**src/logic/iop_pkg.sv**
```systemverilog
// constants and types shared by the i/o port control block
package iop_pkg;
  localparam int unsigned NIB_W        = 4;
  localparam int unsigned PD_W         = 10;
  localparam logic [3:0]  SD_LIMIT     = 4'hA;
  localparam logic [3:0]  TEST_LIMIT   = 4'h8;
  localparam int unsigned PD_EXT0_BIT  = 8;
  localparam int unsigned PD_EXT1_BIT  = 9;
  localparam int unsigned EXT_EDGE_BIT = 2;
  localparam int unsigned EXT_EN_BIT   = 3;
  localparam logic [3:0]  LATCH_RST    = 4'hF;
  localparam logic [9:0]  PD_LATCH_RST = 10'h3FF;
  localparam logic [3:0]  SEL_RST      = 4'h0;
  localparam logic [3:0]  EXTC_RST     = 4'h0;

  // instruction codes presented on the op port
  typedef enum logic [3:0] {
    IOP_OP_NONE,
    IOP_OP_RD_P0,
    IOP_OP_RD_P1,
    IOP_OP_RD_P2,
    IOP_OP_RD_P3,
    IOP_OP_RD_P4,
    IOP_OP_RD_PD,
    IOP_OP_WR_P0,
    IOP_OP_WR_P1,
    IOP_OP_WR_P2,
    IOP_OP_WR_P3,
    IOP_OP_WR_P4,
    IOP_OP_SET_D,
    IOP_OP_CLR_D,
    IOP_OP_TEST_D,
    IOP_OP_WR_PC
  } iop_op_t;
endpackage

```
**src/logic/iop_pin_cell.sv**
```systemverilog
// one port pin: drive structure and input gating
`timescale 1ns/1ps
module iop_pin_cell
  import iop_pkg::*;
(
  // clock and reset
  input  wire logic clk,
  input  wire logic reset,
  // control
  input  wire logic latch,
  input  wire logic push_pull,
  input  wire logic pin_in,
  // pin drive and sampled level
  output logic      pin_out,
  output logic      pin_oe,
  output logic      readable
);
  // open-drain high releases the pin; only then is the live level meaningful
  always_ff @(posedge clk or posedge reset) begin
    if (reset) begin
      pin_out <= 1'b0;
      pin_oe  <= 1'b0;
    end else begin
      pin_out <= latch;
      pin_oe  <= push_pull | ~latch;    // see
    end
  end

  always_comb begin
    readable = (push_pull == 1'b0 && latch == 1'b1) ? pin_in : 1'b0; // see
  end
endmodule

```
**src/logic/iop_port_ctrl.sv**
```systemverilog
// general-purpose i/o port control with port d bit ops and ext0 edge flag
// Notes on behaviour
// open-drain, latch high: input reads pin
// open-drain, latch low: pin driven low
// push-pull: pin follows output latch
// ports 2/3 read pin only latch high
// ports 2/3 latch low drives low
// software keeps bit index in range
// d8/d9 output works with ext inputs
// d4-d6 readable during serial use
// d7 usable with timer1 event pin
// port c drives high with timer3
// software clears wakeup bit0 when ext0 off
// software clears wakeup bit2 when ext1 off
// ext0 edge change may set flag
// software waits before clearing ext0 flag
// per-pin structure, pull-up, wakeup select
// ports 0/1 structure per pin pair
// inputs sampled at execute, latches kept
`timescale 1ns/1ps
module iop_port_ctrl
  import iop_pkg::*;
#(
  parameter int unsigned NP = 4
)
(
  // clock and reset
  input  wire logic              clk,
  input  wire logic              reset,
  // instruction interface
  input  wire logic [3:0]        op,
  input  wire logic [NIB_W-1:0]  acc_in,
  input  wire logic [3:0]        bit_index,
  output logic [NIB_W-1:0]       acc_out,
  output logic                   acc_valid,
  output logic                   test_zero,
  // configuration
  input  wire logic [3:0]        port_drive_select_0,
  input  wire logic [3:0]        port_drive_select_1,
  input  wire logic [3:0]        port_drive_select_2,
  input  wire logic [3:0]        port_drive_select_3,
  input  wire logic [3:0]        ext0_control,
  input  wire logic              skip_clear_ext0_flag,
  input  wire logic [3:0]        pullup_select_0,
  input  wire logic [3:0]        pullup_select_1,
  // ports 0..4: in, out, enable
  input  wire logic [NP*4-1:0]   p_in,
  output logic [NP*4-1:0]        p_out,
  output logic [NP*4-1:0]        p_oe,
  output logic [3:0]             p4_out,
  output logic [3:0]             p4_oe,
  input  wire logic [3:0]        p4_in,
  // port d and port c
  input  wire logic [PD_W-1:0]   pd_in,
  output logic [PD_W-1:0]        pd_out,
  output logic [PD_W-1:0]        pd_oe,
  input  wire logic              pc_latch_in,
  output logic                   pc_out,
  output logic                   pc_oe,
  input  wire logic              timer3_wave,
  input  wire logic              timer3_out_sel,
  // pull-up enables and ext0 flag
  output logic [7:0]             pullup_en,
  output logic                   ext0_request_flag
);
  logic [3:0]      lat_reg [5];
  logic [PD_W-1:0] pd_lat_reg;
  logic            pc_lat_reg;
  logic [3:0]      rd_bits [5];
  logic [PD_W-1:0] pd_rd;
  logic [3:0]      sel [5];
  logic            ext0_sync_reg;
  logic            ext0_edge_reg;
  logic            ext0_hit;
  logic            lvl_mismatch;
  iop_op_t         opc;

  assign opc = iop_op_t'(op);

  // ports 0/1 share one select bit per pin pair; ports 2/3 are open drain only
  always_comb begin
    sel[0] = {port_drive_select_0[1], port_drive_select_0[1],
              port_drive_select_0[0], port_drive_select_0[0]};
    sel[1] = {port_drive_select_0[3], port_drive_select_0[3],
              port_drive_select_0[2], port_drive_select_0[2]};
    sel[2] = 4'h0;
    sel[3] = 4'h0;
    sel[4] = port_drive_select_2;
  end

  // output latches; reads never touch them
  always_ff @(posedge clk or posedge reset) begin
    if (reset) begin
      for (int i = 0; i < 5; i++) lat_reg[i] <= LATCH_RST;
    end else begin
      unique case (opc)
        IOP_OP_WR_P0: lat_reg[0] <= acc_in;
        IOP_OP_WR_P1: lat_reg[1] <= acc_in;
        IOP_OP_WR_P2: lat_reg[2] <= acc_in;
        IOP_OP_WR_P3: lat_reg[3] <= acc_in;
        IOP_OP_WR_P4: lat_reg[4] <= acc_in;
        default: ;
      endcase
    end
  end

  always_ff @(posedge clk or posedge reset) begin
    if (reset) begin
      pd_lat_reg <= PD_LATCH_RST;
      pc_lat_reg <= 1'b0;
    end else begin
      if (opc == IOP_OP_SET_D && bit_index < SD_LIMIT)
        pd_lat_reg[bit_index] <= 1'b1;
      else if (opc == IOP_OP_CLR_D && bit_index < SD_LIMIT)
        pd_lat_reg[bit_index] <= 1'b0;
      if (opc == IOP_OP_WR_PC)
        pc_lat_reg <= pc_latch_in;
    end
  end

  genvar g, b;
  generate
    for (g = 0; g < 5; g++) begin : g_port
      for (b = 0; b < 4; b++) begin : g_bit
        logic po, poe, pin_lvl;
        iop_pin_cell u_cell (
          .clk       (clk),
          .reset     (reset),
          .latch     (lat_reg[g][b]),
          .push_pull (sel[g][b]),
          .pin_in    (pin_lvl),
          .pin_out   (po),
          .pin_oe    (poe),
          .readable  (rd_bits[g][b])
        );
        if (g == 4) begin : g_p4
          assign pin_lvl   = p4_in[b];
          assign p4_out[b] = po;
          assign p4_oe[b]  = poe;
        end else begin : g_pn
          assign pin_lvl      = p_in[g*4+b];
          assign p_out[g*4+b] = po;
          assign p_oe[g*4+b]  = poe;
        end
      end
    end
    // port d: d0-d3 per pin select, d4-d7 select nibble 3, d8/d9 open drain
    for (b = 0; b < PD_W; b++) begin : g_pd
      logic pp;
      if (b < 4) begin : g_lo
        assign pp = port_drive_select_1[b];
      end else if (b < 8) begin : g_mid
        assign pp = port_drive_select_3[b-4];
      end else begin : g_hi
        assign pp = 1'b0;
      end
      // serial, timer1 and ext functions leave the port paths intact
      iop_pin_cell u_cell (
        .clk       (clk),
        .reset     (reset),
        .latch     (pd_lat_reg[b]),
        .push_pull (pp),
        .pin_in    (pd_in[b]),                                  // see
        .pin_out   (pd_out[b]),
        .pin_oe    (pd_oe[b]),
        .readable  (pd_rd[b])
      );
    end
  endgenerate

  // port c: timer3 output shares the pin, latch high still drives high
  always_ff @(posedge clk or posedge reset) begin
    if (reset) begin
      pc_out <= 1'b0;
      pc_oe  <= 1'b0;
    end else begin
      pc_out <= pc_lat_reg | (timer3_out_sel & timer3_wave);
      pc_oe  <= 1'b1;
    end
  end

  always_ff @(posedge clk or posedge reset) begin
    if (reset) pullup_en <= 8'h00;
    else       pullup_en <= {pullup_select_1, pullup_select_0};
  end

  // input instructions sample in their own cycle
  always_ff @(posedge clk or posedge reset) begin
    if (reset) begin
      acc_out   <= 4'h0;
      acc_valid <= 1'b0;
      test_zero <= 1'b0;
    end else begin
      acc_valid <= 1'b0;
      test_zero <= 1'b0;
      unique case (opc)
        IOP_OP_RD_P0: begin acc_out <= rd_bits[0]; acc_valid <= 1'b1; end
        IOP_OP_RD_P1: begin acc_out <= rd_bits[1]; acc_valid <= 1'b1; end
        IOP_OP_RD_P2: begin acc_out <= rd_bits[2]; acc_valid <= 1'b1; end
        IOP_OP_RD_P3: begin acc_out <= rd_bits[3]; acc_valid <= 1'b1; end
        IOP_OP_RD_P4: begin acc_out <= rd_bits[4]; acc_valid <= 1'b1; end
        IOP_OP_RD_PD: begin acc_out <= pd_rd[3:0]; acc_valid <= 1'b1; end
        IOP_OP_TEST_D: begin
          if (bit_index < TEST_LIMIT)
            test_zero <= ~pd_rd[bit_index[2:0]];
        end
        default: ;
      endcase
    end
  end

  // ext0 flag: only an edge into the selected polarity sets it, a held level does not;
  // changing the polarity bit can itself look like an edge
  always_ff @(posedge clk or posedge reset) begin
    if (reset) begin
      ext0_sync_reg <= 1'b0;
      ext0_edge_reg <= 1'b0;
    end else begin
      ext0_sync_reg <= pd_in[PD_EXT0_BIT];
      ext0_edge_reg <= ext0_sync_reg ^ ext0_control[EXT_EDGE_BIT];
    end
  end

  assign lvl_mismatch = ext0_sync_reg ^ ext0_control[EXT_EDGE_BIT];
  assign ext0_hit = ext0_control[EXT_EN_BIT] & lvl_mismatch & ~ext0_edge_reg;

  always_ff @(posedge clk or posedge reset) begin
    if (reset) ext0_request_flag <= 1'b0;
    else if (ext0_hit) ext0_request_flag <= 1'b1;               // set wins, see
    else if (skip_clear_ext0_flag) ext0_request_flag <= 1'b0;
  end
endmodule

```
**config.mk**
```make
export PLATFORM = sky130hd
export DESIGN_NAME = iop_port_ctrl
export DESIGN_NICKNAME = d
export VERILOG_FILES = /design/src/logic/iop_pkg.sv /design/src/logic/iop_pin_cell.sv /design/src/logic/iop_port_ctrl.sv
export SDC_FILE = /design/constraint.sdc
export NUM_CORES = 1
export LEC_CHECK = 0
export BUFFER_PORTS_ARGS = -buffer_cell sky130_fd_sc_hd__buf_2
export CAP_MARGIN = 20
export CORE_ASPECT_RATIO = 0.6
export CORE_MARGIN = 1.5
export CORE_UTILIZATION = 45
export DETAILED_ROUTE_END_ITERATION = 8
export GPL_TIMING_DRIVEN = 0
export PLACE_DENSITY = 0.74
export SKIP_LAST_GASP = 1
export SYNTH_ARGS = -nofsm -noshare
export SYNTH_HDL_FRONTEND = slang
export SYNTH_SLANG_ARGS = --single-unit
```
**constraint.sdc**
```tcl
create_clock -name clk -period 7.7 [get_ports clk]
set_clock_uncertainty 0.2 [all_clocks]
set_input_delay 0.385 -clock clk [delete_from_list [all_inputs] [get_ports clk]]
set_output_delay 0.385 -clock clk [all_outputs]
set_load 0.01 [all_outputs]
```
# --- Yosys cells after proc, flatten, opt, wreduce, memory -nomap -nowiden ---
# Index checks and enable logic that the tools add are counted.
word_totals:
  regBits: 110
  in_bits: 76
  output_inout_bits: 77
  wordCells: 239
op_classes:
  order_cmp: 5
  n_eq_ne: 15
  mux: 40
  bitwise: 76
  reduce_logical: 27
op_table:
  columns: ["operator", "n"]
  rows:
  - ["NOT 1 bit", 48]
  - ["two-way mux 1 bit", 35]
  - ["equality test 4 bit (second input constant)", 8]
  - ["case mux 4 bit (6 select lines)", 1]
  - ["logical AND 1 bit", 23]
  - ["OR 1 bit", 21]
  - ["two-way mux 10 bit", 2]
  - ["equality test 4 x 3 -> 1 bit (second input constant)", 4]
  - ["bitwise AND 10 bit", 1]
  - ["NOT 10 bit", 1]
  - ["OR 10 bit", 1]
  - ["equality test 4 x 2 -> 1 bit (second input constant)", 2]
  - ["less-than comparator 4 bit (second input constant)", 2]
  - ["nonzero test 6 bit", 1]
  - ["OR reduction 6 bit", 1]
  - ["less-than comparator 3 x 5 -> 1 bit (second input constant)", 1]
  - ["less-than comparator 4 x 5 -> 1 bit (second input constant)", 1]
  - ["demux 1 bit (select 4 bit)", 1]
  - ["equality test 4 x 1 -> 1 bit (second input constant)", 1]
  - [">= comparator 4 x 1 -> 1 bit (second input constant)", 1]
  - ["nonzero test 2 bit", 2]
  - ["bitwise AND 1 bit", 3]
  - ["binary-select mux 1 bit (select 3 bit)", 1]
  - ["XOR 1 bit", 1]

# --- Logic depth before layout (Yosys ltp) ---
# Gate-level depths: netlist of run 1.
depth:
  ltp_word: 8
  depth_mapped: 6
  ltp_nobuf: 4

# --- By module ---
# From an unflattened synthesis of run 1, not the netlist that was laid out.
unflattened:
  hier_cells: 374
  hier_area_um2: 4664.5
by_module_without_submodules:
  columns: ["mod", "n_inst", "cells_each", "area_per_inst_um2", "seq_area_each_um2"]
  rows:
  - ["iop_port_ctrl", 1, 224, 2600.0, 1288.7]
  - ["iop_pin_cell", 30, 5, 68.8, 50.0]

# --- Worst setup path before layout of run 1 ---
# Ideal clock, no wire load.
synth_timing:
  kind: "input port to flip-flop"
  from: "input port op[1]"
  to: "register acc_out[3]"
  setup_time_ns: 0.126
  t_arrival_ns: 1.341
  required_ns: 7.374
  setup_slack_ns: 6.033
  path_stages: 5
  n_path_buf: 1
  cell_sequence: "buf_4 a31oi_1 o21ai_1 a32o_1 o32a_1"
synth_between:
  elab_chain_len: 2
  elab_cells_between_ends: 8
  cone_classes: "6 x eq/ne; 1 x mux; 1 x reduce/logical"
synth_lines:
  columns: ["item", "line", "text"]
  rows:
  - ["start: declaration", "iop_port_ctrl.sv:31", "input wire logic [3:0] op,"]
  - ["equality test 4 x 3 -> 1 bit (tied with other cells)", "iop_port_ctrl.sv:196", "unique case (opc)"]
  - ["case mux 4 bit (6 select lines) / nonzero test 6 bit (equally long branches)", null, null]
  - ["end signal: assignment", "iop_port_ctrl.sv:197", "IOP_OP_RD_P0: begin acc_out <= rd_bits[0]; acc_valid <= 1'b1; end"]
  - ["end signal: assignment", "iop_port_ctrl.sv:198", "IOP_OP_RD_P1: begin acc_out <= rd_bits[1]; acc_valid <= 1'b1; end"]
  - ["end signal: assignment", "iop_port_ctrl.sv:199", "IOP_OP_RD_P2: begin acc_out <= rd_bits[2]; acc_valid <= 1'b1; end"]
  - ["end: declaration", "iop_port_ctrl.sv:34", "output logic [NIB_W-1:0] acc_out,"]
# Parallel ways exist; a longest one is shown, timed or not.
# A chain may end at the register's enable or synchronous reset.

==> results of run 1 <==
[layer usage]
layer / up-vias / wire length, um / track usage, %
met4: 0 / 121 / 5.56
met5: - / 0 / 0
met2: 109 / 4680 / 32.5
li1: 1481 / - / -
met3: 12 / 649 / 6.41
met1: 1526 / 4800 / 28.1
[logic make-up (layout without fill, tap and decap cells)]
family          Yosys count  in the layout  synth area share (%)
compound gates           54             54                  7.80
flops                   110            110                  62.8
mux                      16             16                  4.25
xor+xnor                  1              1                 0.197
buf+inv                  90            262                  13.3
other cells               1              1                0.0844
simple gates             85             85                  11.6
[stage by stage]
step | setup WS [ns] | total power [W]
finish | 5.95 | 0.00146
global route | 5.85 | 0.00154
CTS | 5.97 | 0.00148
detailed placement | 5.90 | 0.00105
global placement | 3.20 | 0.00104
floorplan | 4.26 | 0.000930
[layout by cell type, fill, tap and decap left out, drive strengths merged, types with 2 or more instances in the layout]
cell and n:
nor2 11, nor3 4, dlygate4sd3 10, a41oi 6
a211oi 2, nand2b 21, mux2i 2, o221ai 2
buf 214, o22ai 5, nand2 24, nand4 4
clkinvlp 2, or2 3, mux2 13, nor3b 2
inv 20, a31oi 12, nor2b 3, dfstp 30
a21oi 11, clkbuf 13, nand3b 9, dfrtp 80
o21ai 10, clkinv 3
[path summary, 6_finish.rpt]
kind                                 startpoint                      to  depth (start not counted)
max in group asynchronous                 reset              lat_reg[1]                          4
max                                    register               test_zero                          4
max reg2reg                            register               test_zero                          4
min                        skip_clear_ext0_flag       ext0_request_flag                          2
min in group asynchronous                 reset  g_pd[3].u_cell.pin_out                          3
min reg2reg                            register  g_pd[9].u_cell.pin_out                          0
[where the power goes]
group          leakage (nW)  switching (W)  total [W]  internal (W)
combinational          1.34       0.000137   0.000298      0.000161
clock                 0.129       0.000200   0.000419      0.000219
sequential             1.23      0.0000499   0.000748      0.000698
total                  2.70       0.000387    0.00146       0.00108
[layout make-up]
cell class	instances	area, sq um	share of cell area, %
Timing Repair Buffer	156	853	14.9
Buffer	71	518	9.04
Clock buffer	10	229	4.00
Sequential cell	110	2790	48.7
Multi-Input combinational cell	157	1060	18.6
Tap cell	130	163	2.84
Inverter	19	73.8	1.29
Clock inverter	6	38.8	0.677
[what timing repair did]
item,in CTS,in global routing
gates resized for setup,0,0
hold buffers,10,0
endpoints found under the hold margin,41,0
[worst max-delay path: cells and delay by family, from the launching register on]
| kind | cells | cell delay (ns) |
|---|---|---|
| flip-flops | 1 | 0.57 |
| AND/OR/NAND/NOR | 3 | 0.35 |
| multiplexers | 1 | 0.52 |
==> out/qor.yml, run 1 <==
timing:
  timing_worst_slew_pin_value_ns: 0.627
  maxSlewHeadroom_pct: 58.2
  post-route-period-util_pct: 22.7
  drv_slew: 0
  rsz0062_at_grt: "false"
  final_critical_path_required_period_ns: 1.75
  hold_violations: 0
  totalNegativeSetupSlack_ns: 0
  fin_worst_hold_slack_ns: 0.0207
  timing.final.setup_violations: 0
  timing.fmax_ghz: 0.573
die:
  rows: 27
  starting_density_of_the_core_pct: 47.3
  chipHeight_um: 80.0
  core_sq_um: 9390
  die_w_um: 131
  count_of_pins_on_the_block_boundary: 153
  floorplan.die_area_sq_um: 10500
synth:
  synth.most_common_cell: "sky130_fd_sc_hd__dfrtp_1"
  synthArstFlopShare_pct: 100
  ys_warn_count: 0
  synthDistinctLibCells: 45
  synthDominantCellAreaShare_pct: 45.0
  synthFlopType: "sky130_fd_sc_hd__dfrtp_1"
  ys_top_cells_by_area: "sky130_fd_sc_hd__dfrtp_1 (45%), sky130_fd_sc_hd__dfstp_2 (18%), sky130_fd_sc_hd__buf_4 (10%), sky130_fd_sc_hd__mux2_1 (3.3%), sky130_fd_sc_hd__nand2b_1 (3.0%)"
  ys_ff_latch: 110
  synth_nets: 433
  synthTopCellsByCount: "sky130_fd_sc_hd__dfrtp_1 (80), sky130_fd_sc_hd__buf_4 (62), sky130_fd_sc_hd__dfstp_2 (30)"
  synth.yosys.seq_area_share_pct: 62.8
  synth_area_sq_um: 4440
  synthesized_instance_count: 357
  synth_area_per_cell_sq_um: 12.4
  synth_edf_count: 0
  synth_top_cell_by_area: "sky130_fd_sc_hd__dfrtp_1"
drt:
  antenna_violating_nets_post_route: 0
  via_count: 3128
  wl_per_cell_um: 15.6
  drtPass1Iterations: 6
  drt_first_iter_violations: 143
  wl_um: 10300
  avgViaCountPerCell: 4.75
  drc: 0
clock_network:
  clock_tree.root_cell: "sky130_fd_sc_hd__clkbuf_16"
  clk_latency_ns: 0.34
  clkTransAtPathRegs_ns: 0.07
  clock_tree.buffer_depth: 2
  cts_tree: "yes"
  htreeDepth: 3
  numClockSinks: 110
  cts-buffers-inserted: 9
  postCtsSetupBuffers: 0
placement:
  last_weighted_congestion_value_of_the_routability_driven_placer: 0.835
  dpl.hpwl_um: 7680
  io_buffer_count: 145
  placed_area_sq_um: 5360
  dp_cells: 633
power:
  vdd_drop_max_mv: 0.129
  power_density_nw_per_um2: 256
  p_leak_nw: 2.70
grt:
  pin_count_of_the_biggest_net_entering_global_routing: 63
  track_usage_pct: 20.7
  grt_antenna_before_repair: 1
  grt_first_pass_wirelength_um: 16400
  first_global_vias: 3164
  gr-total-overflow: 0
worst_setup_path:
  worst_setup_path_start_kind: "register"
  critical_path_arrival_ns: 1.78
  cp_cell_sequence: "nand3b_1 > mux4_2 > nor2_1 > nor4b_1"
  crit_path_end_kind: "register"
  crit_path_max_fanout: 4
  worst-setup-path-type: "reg -> reg"
  rrSetupSlack_ns: 5.95
  worstPathRequired_ns: 7.73
  crit_path_top_delay_cell: "sky130_fd_sc_hd__dfstp_2"
  cpPeakStageDelay_ns: 0.57
final_layout:
  drive_above_1_share_pct: 50.5
  nNetsFinal: 600
  finish.utilization_pct: 61.0
  areaGrowthSynthToFinish_pct: 28.9
  diodes: 0
  finalNonFillerCells: 659
  final_area_sq_um: 5730
  num-fill-cells: 830
job:
  max-cap-violations: 0
hold_path:
  min-delay-path-class: "in -> reg"
outcome:
  status: "complete, no violations"
Note: power is estimated with default switching activity, not from simulation.
==> run 2: changes to the inputs <==
==> constraint.sdc (replaced) <==
create_clock -name clk -period 1.62 [get_ports clk]
set_clock_uncertainty 0.2 [all_clocks]
set_input_delay 0.081 -clock clk [delete_from_list [all_inputs] [get_ports clk]]
set_output_delay 0.081 -clock clk [all_outputs]
set_load 0.01 [all_outputs]
==> out/qor.yml, run 2 (synthesized netlist as in run 1, its figures left out) <==
drt:
  drt_first_iter_violations: 182
  wl_per_cell_um: 16.0
  wl_um: 11400
  drtPass1Iterations: 4
  antenna_violating_nets_post_route: 0
  via_count: 3371
  avgViaCountPerCell: 4.71
  drc: 0
grt:
  gr-total-overflow: 0
  met1_usage_pct: 28.7
  grt_antenna_before_repair: 0
  track_usage_pct: 21.9
  grt_first_pass_wirelength_um: 17400
  grtUsageMet3_pct: 6.03
  global_route.usage.met2_pct: 35.8
  first_global_vias: 3404
  grt.busiest_layer: "met2"
  pin_count_of_the_biggest_net_entering_global_routing: 45
final_layout:
  nNetsFinal: 656
  areaGrowthSynthToFinish_pct: 42.9
  ff_latch_area_sq_um: 2790
  drive_above_1_share_pct: 47.5
  diodes: 0
  num-fill-cells: 732
  multi_input_comb_area_sq_um: 1080
  most-common-layout-cells: "sky130_fd_sc_hd__buf_2 (148), sky130_fd_sc_hd__dfrtp_1 (80), sky130_fd_sc_hd__buf_4 (70), sky130_fd_sc_hd__dlygate4sd3_1 (57), sky130_fd_sc_hd__dfstp_2 (30)"
  layout_commonest_cell: "sky130_fd_sc_hd__buf_2"
  finalNonFillerCells: 715
die:
  die_w_um: 131
  chipHeight_um: 80.0
  rows: 27
  starting_density_of_the_core_pct: 47.3
  floorplan.die_area_sq_um: 10500
  count_of_pins_on_the_block_boundary: 153
  core_sq_um: 9390
power:
  intPower_w: 0.00561
  p_leak_nw: 2.97
  power.share.sequential_pct: 47.3
  power_density_nw_per_um2: 1180
  power.total_w: 0.00750
  power_switching_share_pct: 25.2
  p_sw_w: 0.00189
  p_clk_share_pct: 31.3
  p_comb_share_pct: 21.4
  vdd_drop_max_mv: 0.697
timing:
  timing_worst_slew_pin_value_ns: 0.531
  post-route-period-util_pct: 103
  fin_worst_hold_slack_ns: -0.0192
  hold_violations: 1
  maxSlewHeadroom_pct: 64.5
  final_critical_path_required_period_ns: 1.67
  rsz0062_at_grt: "true"
  timing.fmax_ghz: 0.600
  drv_slew: 0
  layout_setup_ws_ns: -0.0480
  timing.final.setup_violations: 4
placement:
  io_buffer_count: 145
  dpl.hpwl_um: 7680
  dp_slack_ns: -0.0419
  last_weighted_congestion_value_of_the_routability_driven_placer: 0.847
  dp_cells: 634
worst_setup_path:
  worstPathRequired_ns: 1.65
  worst_setup_path_start_kind: "register"
  crit_path_max_fanout: 2
  worst-setup-path-type: "reg -> reg"
  critical_path_arrival_ns: 1.69
  crit_path_end_kind: "register"
job:
  max-cap-violations: 0
clock_network:
  clock_tree.buffer_depth: 2
  clock_tree.root_cell: "sky130_fd_sc_hd__clkbuf_16"
  numClockSinks: 110
  htreeDepth: 3
  clk_latency_ns: 0.34
  cts-buffers-inserted: 9
  clkTransAtPathRegs_ns: 0.07
  cts_tree: "yes"
hold_path:
  min-delay-path-class: "in -> reg"
outcome:
  failed_checks: "hold timing, setup timing"
  status: "finished with violations"
[run 2: path summary, 6_finish.rpt]
| kind | from | end | slack, ns | cells past startpoint |
|---|---|---|---|---|
| max | register | test_zero | -0.05 | 4 |
| min | op[1] | acc_out[0] | -0.02 | 4 |
| max reg2reg | register | test_zero | -0.05 | 4 |
| min reg2reg | register | g_pd[5].u_cell.pin_out | 0.20 | 0 |
| max in group asynchronous | reset | lat_reg[11] | 0.17 | 5 |
| min in group asynchronous | reset | pc_oe | 0.12 | 3 |
[run 2: timing repair]
item                                    4_1_cts  5_1_grt
hold buffers                                 52        6
buffers inserted                              6        2
endpoints found under the setup margin        1        7
pin swaps                                     2        2
gates resized for setup                       0        3
endpoints found under the hold margin       119        4
[run 2: layer usage]
layer | part of all wire [%] | up-vias
li1 | - | 1590
met1 | 45 | 1648
met2 | 48 | 120
met3 | 6.7 | 13
met4 | 0.99 | 0
met5 | 0 | -
[run 2: critical path: stages (launching register included)]
cell,delay (ns)
sky130_fd_sc_hd__dfstp_2,0.56
sky130_fd_sc_hd__nand3b_1,0.13
sky130_fd_sc_hd__mux4_2,0.49
sky130_fd_sc_hd__nor2_1,0.12
sky130_fd_sc_hd__nor4b_1,0.07
[run 2: layout make-up]
cell class | instances | area share, %
Clock inverter | 5 | 1.30
Inverter | 19 | 1.18
Buffer | 71 | 8.16
Timing Repair Buffer | 212 | 22.0
Tap cell | 130 | 2.56
Sequential cell | 110 | 43.9
Multi-Input combinational cell | 157 | 17.1
Clock buffer | 11 | 3.82
[run 2: per-stage QoR]
step	instance area, sq um	utilization (%)	setup TNS [ns]	hold slack [ns]
after CTS	6270	66.7	-0.00102	-0.104
final	6350	67.6	-0.124	-0.0192
after detailed placement	5380	57.2	-0.0419	-0.0591
after floorplan	4450	-	0	-0.0876
after global routing	6350	67.6	-0.399	0.00529
after global placement	5340	56.8	-51.48	-0.0108
[run 2: power by group through the flow]
| stage | clock (W) | combinational [W] | sequential, W |
|---|---|---|---|
| final | 0.00235 | 0.00160 | 0.00354 |
| after global routing | 0.00253 | 0.00174 | 0.00361 |
| after CTS | 0.00239 | 0.00158 | 0.00355 |
| after detailed placement | 0 | 0.00141 | 0.00360 |
| after global placement | 0 | 0.00138 | 0.00358 |
| after floorplan | 0 | 0.000888 | 0.00353 |
